<file path="src/logic/sctl_pkg.sv">
// constants and types shared by the system configuration register bank
package sctl_pkg;
	// ----------------------------------------------------------------
	// register offsets
	// ----------------------------------------------------------------
	localparam logic [7:0]  OFS_FILL       = 8'h44;
	localparam logic [7:0]  OFS_SYSCFG     = 8'h48;
	localparam logic [7:0]  OFS_SCRATCH    = 8'h4c;
	localparam logic [7:0]  OFS_FADDR      = 8'h50;
	localparam logic [7:0]  OFS_FDATA      = 8'h54;
	localparam logic [7:0]  OFS_EADDR      = 8'h58;
	localparam logic [7:0]  OFS_EDATA      = 8'h5c;

	// ----------------------------------------------------------------
	// field positions and widths
	// ----------------------------------------------------------------
	localparam int          FILL_LSB       = 16;
	localparam int          FILL_W         = 9;
	localparam int          WTHR_LSB       = 8;
	localparam int          RTHR_LSB       = 0;
	localparam int          THR_W          = 6;
	localparam int          IRQ1_BIT       = 23;
	localparam int          IRQ0_BIT       = 22;
	localparam int          CLKSEL_LSB     = 20;
	localparam int          STRAP_BIT      = 16;
	localparam int          IF0_RST_BIT    = 7;
	localparam int          IF1_RST_BIT    = 6;
	localparam int          BUF0_RST_BIT   = 5;
	localparam int          BUF1_RST_BIT   = 4;
	localparam int          ARB_RST_BIT    = 1;
	localparam int          BM_RST_BIT     = 0;
	localparam int          MEM_ERR_BIT    = 28;
	localparam int          MEM_DONE_BIT   = 27;
	localparam int          MEM_IND_BIT    = 26;
	localparam int          MEM_START_BIT  = 25;
	localparam int          MEM_TYPE_BIT   = 24;
	localparam int          FLASH_AW       = 19;
	localparam int          PROM_AW        = 16;
	localparam int          MDATA_W        = 8;

	// ----------------------------------------------------------------
	// writable bit masks and reset values
	// ----------------------------------------------------------------
	localparam logic [31:0] FILL_WMASK     = 32'h00003f3f;
	localparam logic [31:0] SYS_WMASK      = 32'h00f000f3;
	localparam logic [31:0] FADDR_WMASK    = 32'h0107ffff;
	localparam logic [31:0] EADDR_WMASK    = 32'h0100ffff;
	localparam logic [31:0] DATA_WMASK     = 32'h000000ff;
	localparam logic [31:0] RST_REG        = 32'h00000000;
	localparam logic [7:0]  RST_MDATA      = 8'h00;
	localparam logic        IND_VALUE      = 1'b0;

	// ----------------------------------------------------------------
	// misc constants
	// ----------------------------------------------------------------
	localparam logic [8:0]  BUF_BYTES      = 9'h100;
	localparam logic [1:0]  NAK_LAST       = 2'h2;
	localparam logic [1:0]  CLKSEL_OFF     = 2'h3;
	localparam logic        HRESP_OKAY     = 1'b0;

	typedef enum logic [2:0] {
		ARB_IDLE = 3'b001,
		ARB_CH0  = 3'b010,
		ARB_CH1  = 3'b100
	} sctl_arb_type;

	typedef enum logic [2:0] {
		SEQ_INIT = 3'b001,
		SEQ_IDLE = 3'b010,
		SEQ_RUN  = 3'b100
	} sctl_seq_type;
endpackage : sctl_pkg

</file>
<file path="src/logic/sctl_mem_seq.sv">
// access sequencer for one external boot or configuration memory
`timescale 1ns/1ps
module sctl_mem_seq #(
	parameter int AW     = 19,
	parameter bit NAK_EN = 1'b0
) (
	input  wire logic          mclk,
	input  wire logic          rst,
	input  wire logic          start,
	input  wire logic          rd,
	input  wire logic [AW-1:0] addr,
	input  wire logic [7:0]    wdata,
	output logic               idle,
	output logic               busy,
	output logic               init_done,
	output logic               done,
	output logic               rd_valid,
	output logic [7:0]         rdata,
	output logic               err,
	output logic               mem_req,
	output logic               mem_rd,
	output logic [AW-1:0]      mem_addr,
	output logic [7:0]         mem_wdata,
	input  wire logic          mem_ack,
	input  wire logic          mem_nak,
	input  wire logic [7:0]    mem_rdata
);
	import sctl_pkg::*;

	sctl_seq_type state_q;
	logic [1:0]   nak_q;
	logic         nak_hit;

	assign nak_hit = NAK_EN & mem_nak & ~mem_ack;
	assign idle    = (state_q == SEQ_IDLE);
	assign busy    = (state_q == SEQ_RUN);

	// ----------------------------------------------------------------
	// sequencer
	// ----------------------------------------------------------------
	always_ff @(posedge mclk) begin
		if (rst) begin
			state_q   <= SEQ_INIT;
			mem_req   <= 1'b1;
			mem_rd    <= 1'b1;
			mem_addr  <= '0;
			mem_wdata <= RST_MDATA;
			nak_q     <= 2'h0;
			init_done <= 1'b0;
			done      <= 1'b0;
			rd_valid  <= 1'b0;
			rdata     <= RST_MDATA;
			err       <= 1'b0;
		end else begin
			done     <= 1'b0;
			rd_valid <= 1'b0;
			err      <= 1'b0;
			case (state_q)
				SEQ_IDLE: begin
					if (start) begin
						state_q   <= SEQ_RUN;
						mem_req   <= 1'b1;
						mem_rd    <= rd;
						mem_addr  <= addr;
						mem_wdata <= wdata;
						nak_q     <= 2'h0;
					end
				end
				SEQ_INIT, SEQ_RUN: begin
					if (mem_ack || (nak_hit && nak_q == NAK_LAST)) begin
						state_q   <= SEQ_IDLE;
						mem_req   <= 1'b0;
						init_done <= 1'b1;
						done      <= (state_q == SEQ_RUN);
						rd_valid  <= (state_q == SEQ_RUN) & mem_rd & mem_ack;
						err       <= ~mem_ack;
						if (mem_ack) begin
							rdata <= mem_rdata;
						end
					end else if (nak_hit) begin
						nak_q <= nak_q + 2'h1;
					end
				end
				default: begin
					state_q <= SEQ_IDLE;
					mem_req <= 1'b0;
				end
			endcase
		end
	end
endmodule : sctl_mem_seq

</file>
<file path="src/logic/sctl_regs.sv">
// system configuration register bank behind an ahb-lite slave port
// Operation
// - channel-1 fill count field reads buffer byte count, 0x100 meaning full.
// - write toward memory: priority 1 when buffered dwords exceed write threshold.
// - read from memory: priority 1 when free dwords exceed read threshold.
// - simultaneous requests go to higher priority; ties go to last owner.
// - owner yields only to a strictly higher-priority requester.
// - each channel interrupt mask bit blocks that channel from the interrupt.
// - two-bit drive clock select: 100, 133, twice bus clock, stopped.
// - strap status bit follows the base-five decode strap pin.
// - channel interface reset bits hold interface logic reset while set.
// - channel buffer reset bits reset buffer pointers and fill count.
// - arbiter reset and bus-master reset bits reset those machines.
// - scratch word is read/write and never cleared by any reset.
// - after reset each memory interface initialises then sets init-done.
// - start bit begins an access; hardware clears it when finished.
// - access type one means read, zero means write.
// - flash address is nineteen bits; bits 23 to 19 read zero.
// - flash data low byte carries write byte and returns read byte.
// - three naks set the prom error bit; writing one clears it.
// - prom address is sixteen bits; bits 23 to 16 read zero.
// - bit 26 of both command registers is indeterminate; other reserved zero.
// - prom data low byte carries write byte and returns read byte.
`timescale 1ns/1ps
module sctl_regs (
	input  wire logic                            mclk,
	input  wire logic                            rst,
	input  wire logic                            hsel,
	input  wire logic [31:0]                     haddr,
	input  wire logic [1:0]                      htrans,
	input  wire logic                            hwrite,
	input  wire logic [2:0]                      hsize,
	input  wire logic [31:0]                     hwdata,
	input  wire logic                            hready,
	output logic                                 hreadyout,
	output logic                                 hresp,
	output logic [31:0]                          hrdata,
	input  wire logic [sctl_pkg::FILL_W-1:0]     ch1_buffer_fill_count,
	input  wire logic                            ch1_dir_to_mem,
	input  wire logic                            ch0_priority,
	output logic                                 ch1_priority,
	input  wire logic                            ch0_dma_req,
	input  wire logic                            ch1_dma_req,
	output logic                                 ch0_dma_grant,
	output logic                                 ch1_dma_grant,
	output logic                                 ch0_yield,
	output logic                                 ch1_yield,
	input  wire logic                            ch0_irq,
	input  wire logic                            ch1_irq,
	output logic                                 pci_irq,
	output logic [1:0]                           drive_clock_select,
	output logic                                 drive_clock_stop,
	input  wire logic                            base5_decode_strap,
	output logic                                 ch0_interface_reset,
	output logic                                 ch1_interface_reset,
	output logic                                 ch0_buffer_reset,
	output logic                                 ch1_buffer_reset,
	output logic                                 arbiter_reset,
	output logic                                 bus_master_reset,
	output logic                                 fl_req,
	output logic                                 fl_rd,
	output logic [sctl_pkg::FLASH_AW-1:0]        fl_addr,
	output logic [7:0]                           fl_wdata,
	input  wire logic                            fl_ack,
	input  wire logic [7:0]                      fl_rdata,
	output logic                                 ep_req,
	output logic                                 ep_rd,
	output logic [sctl_pkg::PROM_AW-1:0]         ep_addr,
	output logic [7:0]                           ep_wdata,
	input  wire logic                            ep_ack,
	input  wire logic                            ep_nak,
	input  wire logic [7:0]                      ep_rdata
);
	import sctl_pkg::*;

	logic [7:0]   a_q;
	logic         wr_q;
	logic         rdw_q;
	logic         acc;
	logic [31:0]  fcfg_q;
	logic [31:0]  sys_q;
	logic [31:0]  scratch_q;
	logic [31:0]  fadr_q;
	logic [31:0]  fdat_q;
	logic [31:0]  eadr_q;
	logic [31:0]  edat_q;
	logic         ep_err_q;
	logic         strap_s1_q;
	logic         strap_s2_q;
	logic [31:0]  rd_d;
	logic [6:0]   fill_dw;
	logic [8:0]   free_b;
	logic [6:0]   free_dw;
	logic         pick1;
	sctl_arb_type arb_q;
	logic         last1_q;
	logic         arb_rst;
	logic         fl_start;
	logic         ep_start;
	logic         fl_idle;
	logic         fl_busy;
	logic         fl_init;
	logic         fl_rdv;
	logic [7:0]   fl_byte;
	logic         ep_idle;
	logic         ep_busy;
	logic         ep_init;
	logic         ep_rdv;
	logic [7:0]   ep_byte;
	logic         ep_err_set;

	function automatic logic hit(input logic [7:0] a, input logic [7:0] ofs);
		hit = (a[7:2] == ofs[7:2]);
	endfunction : hit

	// ----------------------------------------------------------------
	// ahb-lite slave
	// ----------------------------------------------------------------
	assign acc       = hsel & htrans[1] & hready;
	assign hreadyout = ~rdw_q;
	assign hresp     = HRESP_OKAY;

	always_ff @(posedge mclk) begin
		if (rst) begin
			wr_q  <= 1'b0;
			rdw_q <= 1'b0;
			a_q   <= 8'h00;
		end else begin
			wr_q  <= acc & hwrite;
			rdw_q <= acc & ~hwrite;
			if (acc) begin
				a_q <= haddr[7:0];
			end
		end
	end

	always_ff @(posedge mclk) begin
		if (rst) begin
			hrdata <= RST_REG;
		end else if (rdw_q) begin
			hrdata <= rd_d;
		end
	end

	// ----------------------------------------------------------------
	// read mux
	// ----------------------------------------------------------------
	always_comb begin
		rd_d = RST_REG;
		if (hit(a_q, OFS_FILL)) begin
			rd_d = fcfg_q;
			rd_d[FILL_LSB +: FILL_W] = ch1_buffer_fill_count;
		end else if (hit(a_q, OFS_SYSCFG)) begin
			rd_d = sys_q;
			rd_d[STRAP_BIT] = strap_s2_q;
		end else if (hit(a_q, OFS_SCRATCH)) begin
			rd_d = scratch_q;
		end else if (hit(a_q, OFS_FADDR)) begin
			rd_d = fadr_q;
			rd_d[MEM_DONE_BIT] = fl_init;
			rd_d[MEM_IND_BIT] = IND_VALUE;
			rd_d[MEM_START_BIT] = fl_busy;
		end else if (hit(a_q, OFS_FDATA)) begin
			rd_d = fdat_q;
		end else if (hit(a_q, OFS_EADDR)) begin
			rd_d = eadr_q;
			rd_d[MEM_ERR_BIT] = ep_err_q | ep_err_set;
			rd_d[MEM_DONE_BIT] = ep_init;
			rd_d[MEM_IND_BIT] = IND_VALUE;
			rd_d[MEM_START_BIT] = ep_busy;
		end else if (hit(a_q, OFS_EDATA)) begin
			rd_d = edat_q;
		end
	end

	// ----------------------------------------------------------------
	// configuration registers
	// ----------------------------------------------------------------
	always_ff @(posedge mclk) begin
		if (rst) begin
			fcfg_q <= RST_REG;
			sys_q  <= RST_REG;
			fadr_q <= RST_REG;
			eadr_q <= RST_REG;
		end else if (wr_q) begin
			if (hit(a_q, OFS_FILL)) begin
				fcfg_q <= hwdata & FILL_WMASK;
			end
			if (hit(a_q, OFS_SYSCFG)) begin
				sys_q <= hwdata & SYS_WMASK;
			end
			if (hit(a_q, OFS_FADDR)) begin
				fadr_q <= hwdata & FADDR_WMASK;
			end
			if (hit(a_q, OFS_EADDR)) begin
				eadr_q <= hwdata & EADDR_WMASK;
			end
		end
	end

	always_ff @(posedge mclk) begin
		if (wr_q && hit(a_q, OFS_SCRATCH)) begin
			scratch_q <= hwdata;
		end
	end

	always_ff @(posedge mclk) begin
		if (rst) begin
			fdat_q <= RST_REG;
		end else if (fl_rdv) begin
			fdat_q <= {24'h000000, fl_byte};
		end else if (wr_q && hit(a_q, OFS_FDATA)) begin
			fdat_q <= hwdata & DATA_WMASK;
		end
	end

	always_ff @(posedge mclk) begin
		if (rst) begin
			edat_q <= RST_REG;
		end else if (ep_rdv) begin
			edat_q <= {24'h000000, ep_byte};
		end else if (wr_q && hit(a_q, OFS_EDATA)) begin
			edat_q <= hwdata & DATA_WMASK;
		end
	end

	always_ff @(posedge mclk) begin
		if (rst) begin
			ep_err_q <= 1'b0;
		end else if (ep_err_set) begin
			ep_err_q <= 1'b1;
		end else if (wr_q && hit(a_q, OFS_EADDR) && hwdata[MEM_ERR_BIT]) begin
			ep_err_q <= 1'b0;
		end
	end

	// ----------------------------------------------------------------
	// strap synchroniser and system controls
	// ----------------------------------------------------------------
	always_ff @(posedge mclk) begin
		if (rst) begin
			strap_s1_q <= 1'b0;
			strap_s2_q <= 1'b0;
		end else begin
			strap_s1_q <= base5_decode_strap;
			strap_s2_q <= strap_s1_q;
		end
	end

	always_ff @(posedge mclk) begin
		if (rst) begin
			pci_irq <= 1'b0;
		end else begin
			pci_irq <= (ch0_irq & ~sys_q[IRQ0_BIT]) | (ch1_irq & ~sys_q[IRQ1_BIT]);
		end
	end

	assign drive_clock_select  = sys_q[CLKSEL_LSB +: 2];
	assign drive_clock_stop    = (sys_q[CLKSEL_LSB +: 2] == CLKSEL_OFF);
	assign ch0_interface_reset = sys_q[IF0_RST_BIT];
	assign ch1_interface_reset = sys_q[IF1_RST_BIT];
	assign ch0_buffer_reset    = sys_q[BUF0_RST_BIT];
	assign ch1_buffer_reset    = sys_q[BUF1_RST_BIT];
	assign arbiter_reset       = sys_q[ARB_RST_BIT];
	assign bus_master_reset    = sys_q[BM_RST_BIT];

	// ----------------------------------------------------------------
	// channel-1 priority and dma arbiter
	// ----------------------------------------------------------------
	assign fill_dw = ch1_buffer_fill_count[8:2];
	assign free_b  = BUF_BYTES - ch1_buffer_fill_count;
	assign free_dw = free_b[8:2];

	always_ff @(posedge mclk) begin
		if (rst) begin
			ch1_priority <= 1'b0;
		end else if (ch1_dir_to_mem) begin
			ch1_priority <= (fill_dw > {1'b0, fcfg_q[WTHR_LSB +: THR_W]});
		end else begin
			ch1_priority <= (free_dw > {1'b0, fcfg_q[RTHR_LSB +: THR_W]});
		end
	end

	assign arb_rst = rst | sys_q[ARB_RST_BIT];
	// higher priority, tie to last owner
	assign pick1   = (ch1_priority & ~ch0_priority)
		| ((ch1_priority == ch0_priority) & last1_q);

	always_ff @(posedge mclk) begin
		if (arb_rst) begin
			arb_q   <= ARB_IDLE;
			last1_q <= 1'b0;
		end else begin
			case (arb_q)
				ARB_IDLE: begin
					if (ch0_dma_req && ch1_dma_req) begin
						arb_q <= pick1 ? ARB_CH1 : ARB_CH0;
					end else if (ch0_dma_req) begin
						arb_q <= ARB_CH0;
					end else if (ch1_dma_req) begin
						arb_q <= ARB_CH1;
					end
				end
				ARB_CH0: begin
					if (!ch0_dma_req) begin
						arb_q   <= ARB_IDLE;
						last1_q <= 1'b0;
					end
				end
				ARB_CH1: begin
					if (!ch1_dma_req) begin
						arb_q   <= ARB_IDLE;
						last1_q <= 1'b1;
					end
				end
				default: begin
					arb_q <= ARB_IDLE;
				end
			endcase
		end
	end

	assign ch0_dma_grant = (arb_q == ARB_CH0);
	assign ch1_dma_grant = (arb_q == ARB_CH1);
	assign ch0_yield = ch0_dma_grant & ch1_dma_req & ch1_priority & ~ch0_priority;
	assign ch1_yield = ch1_dma_grant & ch0_dma_req & ch0_priority & ~ch1_priority;

	// ----------------------------------------------------------------
	// flash and prom sequencers
	// ----------------------------------------------------------------
	// start an access
	assign fl_start = wr_q & hit(a_q, OFS_FADDR) & hwdata[MEM_START_BIT] & fl_idle;
	assign ep_start = wr_q & hit(a_q, OFS_EADDR) & hwdata[MEM_START_BIT] & ep_idle;

	sctl_mem_seq #(.AW(FLASH_AW), .NAK_EN(1'b0)) u_flash (
		.mclk      (mclk),
		.rst       (rst),
		.start     (fl_start),
		.rd        (hwdata[MEM_TYPE_BIT]),
		.addr      (hwdata[FLASH_AW-1:0]),
		.wdata     (fdat_q[MDATA_W-1:0]),
		.idle      (fl_idle),
		.busy      (fl_busy),
		.init_done (fl_init),
		.done      (),
		.rd_valid  (fl_rdv),
		.rdata     (fl_byte),
		.err       (),
		.mem_req   (fl_req),
		.mem_rd    (fl_rd),
		.mem_addr  (fl_addr),
		.mem_wdata (fl_wdata),
		.mem_ack   (fl_ack),
		.mem_nak   (1'b0),
		.mem_rdata (fl_rdata)
	);

	sctl_mem_seq #(.AW(PROM_AW), .NAK_EN(1'b1)) u_prom (
		.mclk      (mclk),
		.rst       (rst),
		.start     (ep_start),
		.rd        (hwdata[MEM_TYPE_BIT]),
		.addr      (hwdata[PROM_AW-1:0]),
		.wdata     (edat_q[MDATA_W-1:0]),
		.idle      (ep_idle),
		.busy      (ep_busy),
		.init_done (ep_init),
		.done      (),
		.rd_valid  (ep_rdv),
		.rdata     (ep_byte),
		.err       (ep_err_set),
		.mem_req   (ep_req),
		.mem_rd    (ep_rd),
		.mem_addr  (ep_addr),
		.mem_wdata (ep_wdata),
		.mem_ack   (ep_ack),
		.mem_nak   (ep_nak),
		.mem_rdata (ep_rdata)
	);
endmodule : sctl_regs

</file>
<file path="config.mk">
export PLATFORM = sky130hd
export DESIGN_NAME = sctl_regs
export DESIGN_NICKNAME = d
export VERILOG_FILES = /design/src/logic/sctl_pkg.sv /design/src/logic/sctl_mem_seq.sv /design/src/logic/sctl_regs.sv
export SDC_FILE = /design/constraint.sdc
export NUM_CORES = 1
export LEC_CHECK = 0
export ABC_CLOCK_PERIOD_IN_PS = 4100
export BUFFER_PORTS_ARGS = -buffer_cell sky130_fd_sc_hd__buf_4
export CORE_ASPECT_RATIO = 1.2
export CORE_MARGIN = 2
export CORE_UTILIZATION = 49
export DETAILED_ROUTE_END_ITERATION = 8
export GPL_ROUTABILITY_DRIVEN = 0
export PLACE_DENSITY = 0.78
export RECOVER_POWER = 100
export REMOVE_ABC_BUFFERS = 1
export SYNTH_ARGS = -nofsm -noshare
export SYNTH_HDL_FRONTEND = slang
export SYNTH_SLANG_ARGS = --single-unit
</file>
<file path="constraint.sdc">
create_clock -name mclk -period 4.1 [get_ports mclk]
set_input_delay 0.41 -clock mclk [delete_from_list [all_inputs] [get_ports mclk]]
set_output_delay 0.41 -clock mclk [all_outputs]
set_load 0.02 [all_outputs]
</file>
==> insert_results.sql <==
INSERT INTO impl_metrics (metric_group, metric, value, unit) VALUES
('clocking', 'worst_setup_hold_path_clk_slew', '60', 'ps'),
('yosys', 'post_synthesis_instance_total', '1069', ''),
('route', 'detailedRoute.firstIterationViolations', '617', ''),
('route', 'drtAntennaViolNets', '0', ''),
('worst_hold_path', 'worst_hold_path_type', 'in -> reg', ''),
('status', 'violations', 'max-capacitance violations, max-slew violations', ''),
('cells_and_area', 'layout.nets', '1339', ''),
('placement', 'buffer_ports.inserted', '181', ''),
('cells_and_area', 'finish.utilization', '57.7', '%'),
('die', 'die-height', '161', 'um'),
('clocking', 'htree_levels', '1', ''),
('cells_and_area', 'layout.cells.most_common_list', 'sky130_fd_sc_hd__dfxtp_1 (207), sky130_fd_sc_hd__nand2_1 (195), sky130_fd_sc_hd__clkbuf_1 (138)', ''),
('cells_and_area', 'diodes', '0', ''),
('route', 'post-route-drc-count', '0', ''),
('route', 'detail_route.vias_per_cell', '5.55', ''),
('yosys', 'number_of_synthesized_flops_with_an_enable_pin', '32', ''),
('worst_hold_path', 'min_delay_path_depth', '2', ''),
('yosys', 'synth-seq-area-share', '51.2', '%'),
('clocking', 'post_cts_hold_buffer_count', '0', ''),
('yosys', 'dominant_combinational_cell_family_by_area_after_synthesis', 'simple AND/OR/NAND/NOR gates', ''),
('yosys', 'mappedNetlistArea', '0.0100', 'sq mm'),
('flow_run', 'maxCapViolCount', '3', ''),
('yosys', 'synth-simple-area-share', '19.2', '%'),
('worst_hold_path', 'worst_hold_startpoint', 'hwrite', ''),
('grt', 'grt_first_pass_wirelength', '42700', 'um'),
('clocking', 'clock_tree.root_cell', 'sky130_fd_sc_hd__clkbuf_16', ''),
('critical_path', 'critPathCaptureType', 'flip-flop', ''),
('route', 'vias', '8319', ''),
('yosys', 'synth_ff_type', 'sky130_fd_sc_hd__dfxtp_1', ''),
('die', 'std_cell_rows', '57', ''),
('yosys', 'synth.area.mux_share', '9.33', '%'),
('critical_path', 'critPathRequiredTime', '4400', 'ps'),
('timing', 'final_slew_violations', '127', ''),
('timing', 'max_clock_freq', '323', 'MHz'),
('timing', 'final-hold-violation-count', '0', ''),
('critical_path', 'critPathArrivalTime', '3390', 'ps'),
('critical_path', 'timing.setup.critical_path_class', 'reg -> reg', ''),
('yosys', 'synth_async_sr_flop_share', '0', '%'),
('yosys', 'synth.lib_cells_used.distinct', '70', ''),
('die', 'start_util', '49.7', '%'),
('worst_hold_path', 'min_to', 'rdw_q', ''),
('clocking', 'clkSinkCount', '240', ''),
('yosys', 'postSynthRegisterBits', '240', ''),
('grt', 'grt_antenna_before_repair', '0', ''),
('timing', 'final.setup_skew', '10.9', 'ps'),
('timing', 'post_layout_min_period', '3090', 'ps'),
('power_and_ir_drop', 'fin_total_pwr', '4810', 'uW'),
('critical_path', 'regToRegStartpoint', 'a_q[3]', ''),
('clocking', 'cts_tree', 'built', ''),
('timing', 'finalSetupViolCount', '0', ''),
('clocking', 'cts_max_path_buffers', '3', ''),
('yosys', 'yosysWarnings', '0', ''),
('critical_path', 'ff2ff_path_depth', '7', ''),
('yosys', 'synthesis.area_per_instance', '9.36', 'sq um'),
('cells_and_area', 'mostFrequentLayoutCell', 'sky130_fd_sc_hd__dfxtp_1', ''),
('cells_and_area', 'post_route_cells_drive_above_1_share', '9.65', '%'),
('timing', 'post-route-period-util', '75.4', '%'),
('route', 'post_drt_wl_per_cell', '18.1', 'um'),
('power_and_ir_drop', 'power.density', '414', 'mW/mm^2'),
('clocking', 'insertion_delay', '520', 'ps'),
('die', 'fp.dieArea', '0.0216', 'sq mm'),
('grt', 'grtUsageTotal', '24.5', '%'),
('die', 'core-area', '0.0201', 'sq mm'),
('status', 'outcome', 'finished with violations', ''),
('grt', 'pin_count_of_the_biggest_net_entering_global_routing', '104', ''),
('yosys', 'synth_fa_ha_area_share', '1.75', '%'),
('grt', 'grt_pass1_vias', '8172', ''),
('yosys', 'synthXorXnorAreaFrac', '0.788', '%'),
('grt', 'grt_remaining_overflow', '0', ''),
('critical_path', 'crit_path_start_kind', 'flip-flop', ''),
('timing', 'rsz_0062_raised_after_global_routing', 'no', '');
worst max-delay path, cell delays in order (launching register included):
cell	delay (ps)
sky130_fd_sc_hd__dfxtp_2	320
sky130_fd_sc_hd__buf_4	310
sky130_fd_sc_hd__nor4_1	470
sky130_fd_sc_hd__clkbuf_1	950
sky130_fd_sc_hd__nand2_1	240
sky130_fd_sc_hd__buf_4	370
sky130_fd_sc_hd__nand2_1	120
sky130_fd_sc_hd__a21oi_1	70
flip-flops by register name (all words and copies together) (netlist names), 10 cells and up:
name / cells
u_prom.mem_addr: 16
eadr_q: 17
u_flash.mem_addr: 19
scratch_q: 32
hrdata: 32
fadr_q: 20
sys_q: 10
fcfg_q: 12
Yosys cell counts (13+ instances only):
library cell | n | area (sq um)
sky130_fd_sc_hd__a21oi_1 | 111 | 556
sky130_fd_sc_hd__nor3_1 | 15 | 75.1
sky130_fd_sc_hd__o21ai_0 | 15 | 75.1
sky130_fd_sc_hd__dfxtp_1 | 208 | 4160
sky130_fd_sc_hd__ha_1 | 14 | 175
sky130_fd_sc_hd__buf_2 | 15 | 75.1
sky130_fd_sc_hd__nand2_1 | 195 | 732
sky130_fd_sc_hd__nand2b_1 | 13 | 81.3
sky130_fd_sc_hd__nand3_1 | 25 | 125
sky130_fd_sc_hd__clkbuf_1 | 33 | 124
sky130_fd_sc_hd__edfxtp_1 | 32 | 961
sky130_fd_sc_hd__nor2_1 | 124 | 465
sky130_fd_sc_hd__mux2i_1 | 73 | 731
sky130_fd_sc_hd__a211oi_1 | 24 | 180
sky130_fd_sc_hd__inv_1 | 19 | 71.3
report_power, final:
| group | switching [uW] | internal, uW | leakage (uW) |
|---|---|---|---|
| Combinational | 161 | 103 | 0.00160 |
| Sequential | 20.6 | 2410 | 0.00197 |
| Clock | 905 | 1210 | 0.000368 |
| Total | 1090 | 3720 | 0.00394 |
worst max path at each step:
stage	startpoint	endpoint	slack, ps	depth (start not counted)
after floorplan	a_q[3]	scratch_q[0]	-1210	2
after global placement	a_q[4]	fadr_q[14]	1560	5
after detailed placement	a_q[4]	fadr_q[3]	1520	5
after CTS	a_q[4]	fadr_q[12]	1480	5
after global routing	a_q[4]	u_flash.mem_addr[4]	850	7
final	a_q[3]	u_flash.mem_addr[2]	1010	7
kinds of logic (layout without fill, tap and decap cells):
| group | after synthesis | count (layout) |
|---|---|---|
| AND/OR/NAND/NOR | 421 | 421 |
| other | 1 | 1 |
| adder cells (fa/ha/maj) | 14 | 14 |
| AO/OA/AOI/OAI | 207 | 207 |
| multiplexers | 83 | 83 |
| buffers and inverters | 94 | 258 |
| flip-flops | 240 | 240 |
| XOR/XNOR | 9 | 9 |
through the flow:
stage / area [sq um] / setup TNS [ps] / worst slack (ps) / cells
finish: 11600 / 0 / 1010 / 1498
CTS: 12200 / 0 / 1480 / 1498
global route: 11600 / 0 / 851 / 1498
detailed placement: 11400 / 0 / 1520 / 1455
global placement: 11400 / 0 / 1560 / 1455
floorplan: 9610 / -38570 / -1210 / 996
per-layer routing:
layer / vias up / wire length (um) / global-route usage [%]
met5: - / 0 / 0
met4: 0 / 1070 / 11.1
met3: 66 / 1780 / 3.72
met2: 297 / 13200 / 42.1
met1: 3960 / 11000 / 30.2
li1: 3996 / - / -
area by class of cell:
| type | count | area (sq um) | share of cell area [%] |
|---|---|---|---|
| flip-flops and latches | 240 | 5130 | 44.2 |
| multi-input cells | 735 | 4340 | 37.4 |
| repair buffers | 194 | 966 | 8.33 |
| clock buffers | 38 | 724 | 6.25 |
| well taps | 265 | 332 | 2.86 |
| inverters | 21 | 81.3 | 0.701 |
| clock inverters | 5 | 27.5 | 0.237 |
Power figures use the tool's default switching activity.
